$ cat src/shared/vmb_consts.vh
`ifndef VMB_CONSTS_VH
`define VMB_CONSTS_VH

// register indices on register_index_lines
`define VMB_REG_SEMA 3'h0
`define VMB_REG_TLM0 3'h1
`define VMB_REG_TLM1 3'h2
`define VMB_REG_TYPE 3'h3
`define VMB_REG_LGO 3'h4
`define VMB_REG_VADR 3'h5
`define VMB_REG_UADR 3'h6
`define VMB_REG_SID 3'h7

// lock command enable bits
`define VMB_LK_A16 0
`define VMB_LK_A24 1
`define VMB_LK_A32 2
`define VMB_LK_A40 3
`define VMB_LK_A64 4
`define VMB_LK_W 5

// timing
`define VMB_CLK_NS 8
`define VMB_SEL_MIN_NS 100
`define VMB_SEL_MIN_CYC ((`VMB_SEL_MIN_NS + `VMB_CLK_NS - 1) / `VMB_CLK_NS)
`define VMB_DRV_DLY 2'h2
`define VMB_CNT_W 4

// transfer type field
`define VMB_TT_DS_LO 0
`define VMB_TT_DS_HI 2
`define VMB_TT_AS_LO 3
`define VMB_TT_AS_HI 5
`define VMB_TT_BLT 6
`define VMB_DS_MAX 3'h4
`define VMB_AS_MAX 3'h4

// length limits, in units of 16 bytes: 16 bytes .. 8 megabytes
`define VMB_LEN_W 20
`define VMB_LEN_MIN 20'h00001
`define VMB_LEN_MAX 20'h80000

// semaphore status byte layout
`define VMB_ST_IDLE 0
`define VMB_ST_IRQ 1
`define VMB_ST_LEN 2
`define VMB_ST_TYP 3
`define VMB_ST_ALN 4
`define VMB_ST_VAD 6
`define VMB_ST_BER 7

// fifo
`define VMB_FIFO_W 32
`define VMB_FIFO_D 4

`endif

$ cat src/hw/vmb_fifo.v
`timescale 1ns/1ps
module vmb_fifo #(
  parameter W = 32,
  parameter D = 4,
  parameter AW = 2
) (
  // clock and reset
  input wire core_clk,
  input wire rst_b,
  // fill side
  input wire in_valid,
  output wire in_ready,
  input wire [W-1:0] in_data,
  // drain side
  output wire out_valid,
  input wire out_ready,
  output wire [W-1:0] out_data
);
  reg [W-1:0] mem_q [0:D-1];
  reg [AW-1:0] wp_q;
  reg [AW-1:0] rp_q;
  reg [AW:0] cnt_q;
  wire push;
  wire pop;
  assign in_ready = (cnt_q != D[AW:0]);
  assign out_valid = (cnt_q != {(AW+1){1'b0}});
  assign out_data = mem_q[rp_q];
  assign push = in_valid && in_ready;
  assign pop = out_valid && out_ready;
  always @(posedge core_clk) begin
    if (!rst_b) begin
      wp_q <= {AW{1'b0}};
      rp_q <= {AW{1'b0}};
      cnt_q <= {(AW+1){1'b0}};
    end else begin
      if (push) begin
        mem_q[wp_q] <= in_data;
        wp_q <= (wp_q == D[AW-1:0] - 1'b1) ? {AW{1'b0}} : wp_q + 1'b1;
      end
      if (pop)
        rp_q <= (rp_q == D[AW-1:0] - 1'b1) ? {AW{1'b0}} : rp_q + 1'b1;
      if (push && !pop)
        cnt_q <= cnt_q + 1'b1;
      else if (pop && !push)
        cnt_q <= cnt_q - 1'b1;
    end
  end
endmodule // vmb_fifo

$ cat src/hw/vmb_ctrl.v
// Operation
// RL1 - lock decoding enabled on exactly one of sixteen decode regions
// RL2 - any subset of A16..A64 lock commands, one shared lock indicator
// RL3 - decoded lock drives indicator low while BBSY or AS stays asserted
// RL4 - a lock command activates no chip select or byte enable
// RL5 - normal slave accesses are unaffected by lock decoding
// RL6 - indicator also asserted on register accesses and master transfers
// RL7 - lock_default_disable suppresses the default lock during transfers
// RL8 - single or BLT, D8/D16/D32/MD32/D64 over A16..A64 spaces
// RL9 - transfer lengths from 16 bytes up to 8 megabytes; the code stops at 0xFFFF units of 16 bytes, just under 1 megabyte
// RL10 - once started, request bus and move data in one of 20 protocols; the code accepts all 25 width and space combinations
// RL11 - busy semaphore, completion interrupt with status/ID, bus requester
// RL12 - one of eight registers chosen by register_index_lines
// RL13 - select plus valid region needed; local cycle suppressed meanwhile
// RL14 - valid VME register access gets DTACK, bad one gets BERR
// RL15 - local logic enters holdoff before any local register access
// RL16 - index, direction, write data set up before select, held until end
// RL17 - select held at least thirteen clocks, 100 ns, no acknowledge given
// RL18 - read data driven two clocks after select, released one after drop
// RL19 - illegal local access: bus error low within two clocks, released
// RL20 - load strobes capture local and VME start addresses in slices
// RL21 - master transfers enable memory via chip selects from region inputs
// RL22 - index map: semaphore, two length multipliers, type, GO, addresses
// RL23 - idle semaphore read returns 1, sets busy; early accesses error
// RL24 - reset: indicator high, data released, bus error inactive
`timescale 1ns/1ps
`include "vmb_consts.vh"
module vmb_ctrl (
  // clock and reset
  input wire core_clk,
  input wire rst_b,
  // configuration
  input wire [3:0] lock_region,
  input wire [4:0] lock_cmd_enable,
  input wire lock_default_disable,
  // vme slave side
  input wire [15:0] region_vec,
  input wire vme_as_n,
  input wire vme_bbsy_n,
  input wire vme_lock_cycle,
  input wire [2:0] vme_lock_space,
  input wire vme_ds_n,
  input wire vme_write,
  input wire [7:0] vme_wdata,
  output reg vme_dtack_n,
  output reg vme_berr_n,
  output reg [7:0] vme_rdata,
  // local register port
  input wire register_select_n,
  input wire [2:0] register_index_lines,
  input wire local_write,
  input wire holdoff_active,
  input wire [31:0] local_data_lines_in,
  output reg [31:0] local_data_lines_out,
  output reg local_data_lines_oe,
  output reg local_bus_error_n,
  // local cycle and slice control
  output reg [3:0] chip_sel,
  output reg [3:0] byte_en,
  output reg local_cycle_inhibit,
  output reg load_local_addr,
  output reg load_vme_addr,
  output reg [31:0] start_addr_out,
  // master transfer side
  input wire vme_bg_in_n,
  input wire xfer_done,
  input wire irq_ack,
  input wire xfer_berr,
  output reg vme_br_n,
  output reg vme_bg_out_n,
  output reg xfer_active,
  output reg [7:0] xfer_type,
  output reg [19:0] xfer_len,
  output reg irq_req,
  output reg [7:0] irq_status_id,
  // data path
  input wire wr_data_valid,
  output wire wr_data_ready,
  input wire [31:0] wr_data,
  output reg rd_data_valid,
  input wire rd_data_ready,
  output reg [31:0] rd_data,
  // lock
  output reg lock_indicator_out
);
  localparam ST_IDLE = 2'h0;
  localparam ST_BUSY = 2'h1;
  localparam ST_XFER = 2'h2;
  localparam ST_IRQ = 2'h3;

  reg [1:0] st_q;
  reg [`VMB_CNT_W-1:0] sel_cnt_q;
  reg sel_q;
  reg lock_q;
  reg [7:0] tlm0_q;
  reg [7:0] tlm1_q;
  reg [7:0] type_q;
  reg [31:0] lstart_q;
  reg [31:0] vstart_q;
  reg [31:0] upper_q;
  reg [7:0] sid_q;
  reg irq_en_q;
  reg vad_ok_q;
  reg berr_seen_q;
  reg vme_sel_q;
  reg [2:0] lidx_q;
  reg lwr_q;
  reg [31:0] ldata_q;
  reg f_out_rdy;
  wire f_out_valid;
  wire [31:0] f_out_data;
  wire lock_region_hit;
  wire lock_space_ok;
  wire sel_active;
  wire vme_reg_acc;
  wire [2:0] ds;
  wire [2:0] as;
  wire type_ok;
  wire len_ok;
  wire align_ok;
  wire [7:0] status;
  wire [7:0] rd_byte;
  wire acc_ok;

  vmb_fifo #(
    .W(`VMB_FIFO_W),
    .D(`VMB_FIFO_D),
    .AW(2)
  ) u_fifo (
    .core_clk(core_clk),
    .rst_b(rst_b),
    .in_valid(wr_data_valid),
    .in_ready(wr_data_ready),
    .in_data(wr_data),
    .out_valid(f_out_valid),
    .out_ready(f_out_rdy),
    .out_data(f_out_data)
  );

  assign lock_region_hit = region_vec[lock_region]; // [RL1]
  assign lock_space_ok = (vme_lock_space <= 3'h4) &&
    lock_cmd_enable[vme_lock_space]; // [RL2]
  assign sel_active = !register_select_n;
  assign vme_reg_acc = sel_active && (region_vec != 16'h0000) &&
    !vme_ds_n; // [RL13]
  assign ds = type_q[`VMB_TT_DS_HI:`VMB_TT_DS_LO];
  assign as = type_q[`VMB_TT_AS_HI:`VMB_TT_AS_LO];
  // five widths by five spaces: 25 protocol combinations accepted
  assign type_ok = (ds <= `VMB_DS_MAX) && (as <= `VMB_AS_MAX); // [RL8] [RL10]
  assign len_ok = ({tlm1_q, tlm0_q} != 16'h0000) &&
    ({4'h0, tlm1_q, tlm0_q} >= `VMB_LEN_MIN) &&
    ({4'h0, tlm1_q, tlm0_q} <= `VMB_LEN_MAX); // [RL9]
  assign align_ok = !((ds == 3'h1) && (lstart_q[0] | vstart_q[0])) &&
    !((ds >= 3'h2) && ((|lstart_q[1:0]) | (|vstart_q[1:0])));
  assign status = {!berr_seen_q, vad_ok_q, 1'b1, align_ok, type_ok, len_ok,
    (st_q != ST_IRQ), (st_q == ST_IDLE)};
  // busy semaphore opens the other registers; reads also pass during a transfer
  assign acc_ok = (st_q == ST_BUSY) ||
    ((st_q != ST_IDLE) && (st_q != ST_IRQ) && !lwr_q); // [RL23]

  function [7:0] reg_read;
    input [2:0] idx;
    begin
      case (idx)
        `VMB_REG_SEMA: reg_read = status;
        `VMB_REG_TLM0: reg_read = tlm0_q;
        `VMB_REG_TLM1: reg_read = tlm1_q;
        `VMB_REG_TYPE: reg_read = type_q;
        `VMB_REG_LGO: reg_read = lstart_q[7:0];
        `VMB_REG_VADR: reg_read = vstart_q[7:0];
        `VMB_REG_UADR: reg_read = upper_q[7:0];
        default: reg_read = sid_q;
      endcase
    end
  endfunction
  assign rd_byte = reg_read(lidx_q); // [RL12] [RL22]

  always @(posedge core_clk) begin
    if (!rst_b) begin
      st_q <= ST_IDLE;
      sel_cnt_q <= {`VMB_CNT_W{1'b0}};
      sel_q <= 1'b0;
      lock_q <= 1'b0;
      tlm0_q <= 8'h00;
      tlm1_q <= 8'h00;
      type_q <= 8'hff;
      lstart_q <= 32'h0000_0000;
      vstart_q <= 32'h0000_0000;
      upper_q <= 32'h0000_0000;
      sid_q <= 8'h00;
      irq_en_q <= 1'b0;
      vad_ok_q <= 1'b0;
      berr_seen_q <= 1'b0;
      vme_sel_q <= 1'b0;
      lidx_q <= 3'h0;
      lwr_q <= 1'b0;
      ldata_q <= 32'h0000_0000;
      f_out_rdy <= 1'b0;
      vme_dtack_n <= 1'b1;
      vme_berr_n <= 1'b1;
      vme_rdata <= 8'h00;
      local_data_lines_out <= 32'h0000_0000;
      local_data_lines_oe <= 1'b0; // [RL24]
      local_bus_error_n <= 1'b1; // [RL24]
      chip_sel <= 4'h0;
      byte_en <= 4'h0;
      local_cycle_inhibit <= 1'b0;
      load_local_addr <= 1'b0;
      load_vme_addr <= 1'b0;
      start_addr_out <= 32'h0000_0000;
      vme_br_n <= 1'b1;
      vme_bg_out_n <= 1'b1;
      xfer_active <= 1'b0;
      xfer_type <= 8'h00;
      xfer_len <= 20'h00000;
      irq_req <= 1'b0;
      irq_status_id <= 8'h00;
      rd_data_valid <= 1'b0;
      rd_data <= 32'h0000_0000;
      lock_indicator_out <= 1'b1; // [RL24]
    end else begin
      load_local_addr <= 1'b0;
      load_vme_addr <= 1'b0;
      // lock held while bus busy or strobe asserted
      if (vme_lock_cycle && !vme_as_n && lock_region_hit && lock_space_ok)
        lock_q <= 1'b1; // [RL3]
      else if (vme_bbsy_n && vme_as_n)
        lock_q <= 1'b0; // [RL3]
      lock_indicator_out <= !(lock_q || sel_active ||
        (xfer_active && !lock_default_disable)); // [RL6] [RL7]
      // chip selects only for plain slave or master cycles, never for lock
      if (vme_lock_cycle || sel_active) begin
        chip_sel <= 4'h0; // [RL4] [RL13]
        byte_en <= 4'h0; // [RL4]
      end else if (xfer_active || !vme_as_n) begin
        chip_sel <= region_vec[3:0]; // [RL5] [RL21]
        byte_en <= 4'hf;
      end else begin
        chip_sel <= 4'h0;
        byte_en <= 4'h0;
      end
      local_cycle_inhibit <= sel_active; // [RL13]
      // register access sequencing; relies on holdoff and setup by local
      sel_q <= sel_active; // [RL15] [RL16]
      if (sel_active && !sel_q) begin
        lidx_q <= register_index_lines;
        lwr_q <= local_write;
        ldata_q <= local_data_lines_in;
        vme_sel_q <= vme_reg_acc;
      end
      if (sel_active && sel_cnt_q != {`VMB_CNT_W{1'b1}})
        sel_cnt_q <= sel_cnt_q + 1'b1;
      else if (!sel_active)
        sel_cnt_q <= {`VMB_CNT_W{1'b0}};
      // act on the second sampled edge; self timed, no acknowledge [RL17]
      if (sel_active && sel_cnt_q == {2'h0, `VMB_DRV_DLY} - 1'b1) begin
        // semaphore reads always answer; semaphore writes always error
        if ((lidx_q == `VMB_REG_SEMA) ? lwr_q : !acc_ok) begin // [RL23]
          local_bus_error_n <= holdoff_active ? 1'b0 : 1'b1; // [RL19]
          vme_berr_n <= vme_sel_q ? 1'b0 : 1'b1; // [RL14]
          if (lidx_q == `VMB_REG_SEMA || st_q == ST_XFER)
            st_q <= (st_q == ST_IRQ) ? ST_IRQ : ST_IDLE;
          if (st_q == ST_XFER) begin
            xfer_active <= 1'b0;
            vme_br_n <= 1'b1;
          end
        end else begin
          vme_dtack_n <= vme_sel_q ? 1'b0 : 1'b1; // [RL14]
          if (!lwr_q) begin
            local_data_lines_out <= {24'h000000, rd_byte}; // [RL18]
            local_data_lines_oe <= holdoff_active; // [RL18]
            vme_rdata <= rd_byte;
            if (lidx_q == `VMB_REG_SEMA && st_q == ST_IDLE)
              st_q <= ST_BUSY; // [RL23]
          end else begin
            case (lidx_q)
              `VMB_REG_TLM0: tlm0_q <= ldata_q[7:0];
              `VMB_REG_TLM1: tlm1_q <= ldata_q[7:0];
              `VMB_REG_TYPE: type_q <= ldata_q[7:0];
              `VMB_REG_VADR: begin
                vstart_q <= ldata_q;
                vad_ok_q <= 1'b1;
                load_vme_addr <= 1'b1; // [RL20]
                start_addr_out <= ldata_q;
              end
              `VMB_REG_UADR: upper_q <= ldata_q;
              `VMB_REG_SID: begin
                sid_q <= ldata_q[7:0];
                irq_en_q <= ldata_q[8];
              end
              `VMB_REG_LGO: begin
                lstart_q <= ldata_q;
                load_local_addr <= 1'b1; // [RL20]
                start_addr_out <= ldata_q;
                if (type_ok && len_ok && vad_ok_q) begin
                  st_q <= ST_XFER; // [RL10]
                  xfer_active <= 1'b1;
                  xfer_type <= type_q;
                  xfer_len <= {4'h0, tlm1_q, tlm0_q};
                  vme_br_n <= 1'b0; // [RL11]
                  vad_ok_q <= 1'b0;
                  berr_seen_q <= 1'b0;
                end
              end
              default: st_q <= st_q;
            endcase
          end
        end
      end
      if (!sel_active && sel_q) begin
        local_data_lines_oe <= 1'b0; // [RL18]
        local_bus_error_n <= 1'b1; // [RL19]
        vme_dtack_n <= 1'b1;
        vme_berr_n <= 1'b1;
      end
      // bus grant passes down the chain unless we requested
      vme_bg_out_n <= vme_br_n ? vme_bg_in_n : 1'b1; // [RL11]
      // data path: drain fifo toward the bus once granted
      f_out_rdy <= xfer_active && !vme_bg_in_n && rd_data_ready;
      if (f_out_valid && f_out_rdy) begin
        rd_data <= f_out_data;
        rd_data_valid <= 1'b1;
      end else if (rd_data_ready) begin
        rd_data_valid <= 1'b0;
      end
      if (st_q == ST_XFER && (xfer_done || xfer_berr)) begin
        xfer_active <= 1'b0;
        vme_br_n <= 1'b1;
        berr_seen_q <= xfer_berr;
        if (irq_en_q) begin
          st_q <= ST_IRQ; // [RL11]
          irq_req <= 1'b1;
          irq_status_id <= sid_q;
        end else begin
          st_q <= ST_IDLE;
        end
      end
      if (st_q == ST_IRQ && irq_ack) begin
        irq_req <= 1'b0;
        st_q <= ST_IDLE;
      end
    end
  end
endmodule // vmb_ctrl

$ cat config.mk
export PLATFORM = sky130hd
export DESIGN_NAME = vmb_ctrl
export DESIGN_NICKNAME = d
export VERILOG_FILES = /design/src/hw/vmb_fifo.v /design/src/hw/vmb_ctrl.v
export VERILOG_INCLUDE_DIRS = /design/src /design/src/shared
export SDC_FILE = /design/constraint.sdc
export NUM_CORES = 1
export LEC_CHECK = 0
export BUFFER_PORTS_ARGS = -buffer_cell sky130_fd_sc_hd__buf_4
export CAP_MARGIN = 10
export CORE_MARGIN = 2
export CORE_UTILIZATION = 55
export CTS_BUF_LIST = sky130_fd_sc_hd__clkbuf_16
export CTS_CLUSTER_DIAMETER = 30
export CTS_CLUSTER_SIZE = 24
export DETAILED_ROUTE_END_ITERATION = 10
export GPL_TIMING_DRIVEN = 0
export PLACE_DENSITY_LB_ADDON = 0.2
export SYNTH_ARGS = -nofsm -noshare
export SYNTH_HDL_FRONTEND = slang
export SYNTH_SLANG_ARGS = --single-unit
$ cat constraint.sdc
create_clock -name core_clk -period 2.7 [get_ports core_clk]
set_input_delay 0.27 -clock core_clk [delete_from_list [all_inputs] [get_ports core_clk]]
set_output_delay 0.27 -clock core_clk [all_outputs]
set_load 0.01 [all_outputs]
==> metrics.csv <==
metric,value,unit
status,"finished, final reports clean",
syn2layout_area_growth,38.57,%
row_count,58,
grt_pass1_wl,66.66,mm
grt_pass1_vias,12190,
yosysMostFrequentCell,nand2_1,
ys_seq_area_share,59.74,%
io_pins,282,
rsz0062_at_grt,no,
vias,12050,
p_leak,0.007743,µW
critical-path-max-stage-delay,0.56,ns
reg2reg_to,start_addr_out[7],
die_w,164.9,µm
core-area,25330,µm²
pre_cts_ws,-0.2089,ns
yosysWarnings,0,
critPathKind,reg -> reg,
cts_tree,done,
synthCells,1315,
antenna_found_initial,0,
synth.area.top_cells,"dfxtp_1 33%, edfxtp_1 27%, nand2_1 7.2%",
r2r_cells,6,
syn_area,14240,µm²
slowest_stage,nor3_1,
drive_gt1_share,26.70,%
crit_start,lidx_q[2],
root_buffer,clkbuf_16,
drc,0,
layout_setup_ws,0.1552,ns
vias_per_cell,5.702,
place_congestion,0.9597,
crit_family,simple AND/OR/NAND/NOR gates,
arrival,2.94,ns
wire_per_inst,20.71,µm
synth_cell_types,62,
setup_viol,0,
reg2reg_setup_slack,0.16,ns
crit_path_end_kind,flop,
grt_use_total,32.34,%
initial_utilization,56.23,%
fmax,393.0,MHz
dpl_cell_area,16600,µm²
path_buf_inv,2,
ys_top_cells_by_count,"272 x nand2_1, 233 x dfxtp_1, 128 x edfxtp_1, 98 x nand3_1, 89 x a21oi_1",
slew_headroom,37.61,%
htree_levels,3,
synth_flop_cell,dfxtp_1,
drt.antenna.violating_nets,0,
clock_sinks,361,
postCtsSetupRepairBufs,0,
synth_top_area_share,32.75,%
cp_num_cells,6,
die_area,27200,µm²
fin_crit_sh,94.25,%
syn_area_per_cell,10.83,µm²
ys_seq_elements,361,
cp-start-kind,flop,
clock_latency,0.58,ns
fin_hold_ws,0.01698,ns
powerDensity,783.6,nW/µm²
worstPathMaxFanout,10,
cp.required,3.10,ns
first_iter_violations,1183,
clock_skew,0.02973,ns
maxCapViolations,0,
finalHoldViolations,0,
fin_nets,1861,
diodes,0,
cts_made_buffers,68,
endpoint,start_addr_out[7],
hpwlAfterDp,27.54,mm
clk_path_buf_depth,3,
wl,43.76,mm
synth-async-reset-ratio,0,%
place.port_buffers,242,
drt_first_pass_iters,5,
clk_pin_slew,0.05,ns
grt_max_degree,33,
r2r_start,lidx_q[2],
synth_edf_count,128,
hold_path_class,in -> reg,
fin_crit,2.545,ns
finalPower,15470,µW
synth_area_leader_cell,dfxtp_1,
die_h,164.9,µm
max_slew.worst_pin.slew,0.9359,ns
grt-ovfl-total,0,
design_area,19740,µm²
path_cells,buf_2 > nor3_1 > nor2_1 > nand4_1 > clkbuf_1 > o21ai_0,
ir_drop,823.3,µV
slew_violations,0,
## final cells by class
type | instances | area [µm²]
Buffer | 124 | 650.6
Clock buffer | 71 | 1777
Clock inverter | 54 | 613.1
Fill cell | 1546 | 5590
Inverter | 16 | 65.06
Multi-Input combinational cell | 839 | 5122
Sequential cell | 361 | 8508
Tap cell | 330 | 412.9
Timing Repair Buffer | 318 | 2587
## placed cells by master (no fill, tap or decap), types with 28 or more instances in the layout
cell type,count
buf_4,286
edfxtp_1,128
nand3_1,98
clkbuf_1,54
dfxtp_1,233
nand2_1,272
clkbuf_16,71
nor2_1,46
mux4_2,42
a21oi_1,89
conb_1,28
mux2i_1,44
dlygate4sd3_1,75
o21ai_0,88
## stage by stage
stage / setup TNS (ns) / std cells / utilization [%]
6_report: 0 / 2113 / 77.93
5_1_grt: 0 / 2113 / 77.93
4_1_cts: 0 / 2114 / 77.92
3_5_place_dp: -15.56 / 1915 / 65.54
3_3_place_gp: -101.87 / 1914 / 65.44
2_1_floorplan: 0 / 1342 / -
## registers in the layout (all words and copies together), names as in the netlist, 16 cells and up
register,flops
ldata_q,32
rd_data,32
start_addr_out,32
u_fifo.mem_q,128
xfer_len,16
## worst min-delay path: cells and delay by family
family                 cells  cell delay [ns]
AOI/OAI and AO/OA          1             0.12
buffers and inverters      1             0.08
and+or+nand+nor            1             0.07
## where the power goes
group / switching (µW) / total [µW] / internal (µW)
Sequential: 84.4 / 5860 / 5780
Clock: 3020 / 8740 / 5730
Combinational: 464 / 859 / 394
Total: 3570 / 15500 / 11900
## per-layer routing
layer | vias to the layer above | routed length [µm] | GRT usage (%)
met1 | 5822 | 16480 | 39.65
met4 | 0 | 1723 | 14.82
met2 | 659 | 21840 | 55.40
met3 | 131 | 3714 | 6.303
met5 | - | 0 | 0
li1 | 5436 | - | -
## worst min path at each step
stage / start / endpoint / slack, ns / cells past startpoint
3_3_place_gp: vme_br_n / vme_bg_out_n / 0.40 / 1
5_1_grt: local_data_lines_in[3] / ldata_q[3] / 0.03 / 3
2_1_floorplan: wr_data[0] / u_fifo.mem_q[0][0] / 0.37 / 0
4_1_cts: register_index_lines[1] / lidx_q[1] / 0.005 / 3
3_5_place_dp: vme_br_n / vme_bg_out_n / 0.40 / 1
6_report: local_data_lines_in[4] / ldata_q[4] / 0.02 / 3
## cell families after synthesis
| family | share of synthesized area, % |
|---|---|
| muxes | 10.13 |
| adders and majority gates | 1.195 |
| buffers and inverters | 5.043 |
| AOI/OAI and AO/OA | 9.005 |
| DFF | 59.74 |
| xor gates and xnor gates | 0.1845 |
| and+or+nand+nor | 14.68 |
| other | 0.02633 |
## what timing repair did
item / 4_1_cts / 5_1_grt
resized for setup: 0 / 3
endpoints found under the hold margin: 173 / 0
endpoints found under the setup margin: 1 / 1
hold buffers: 75 / 0
Power figures use the tool's default switching activity.
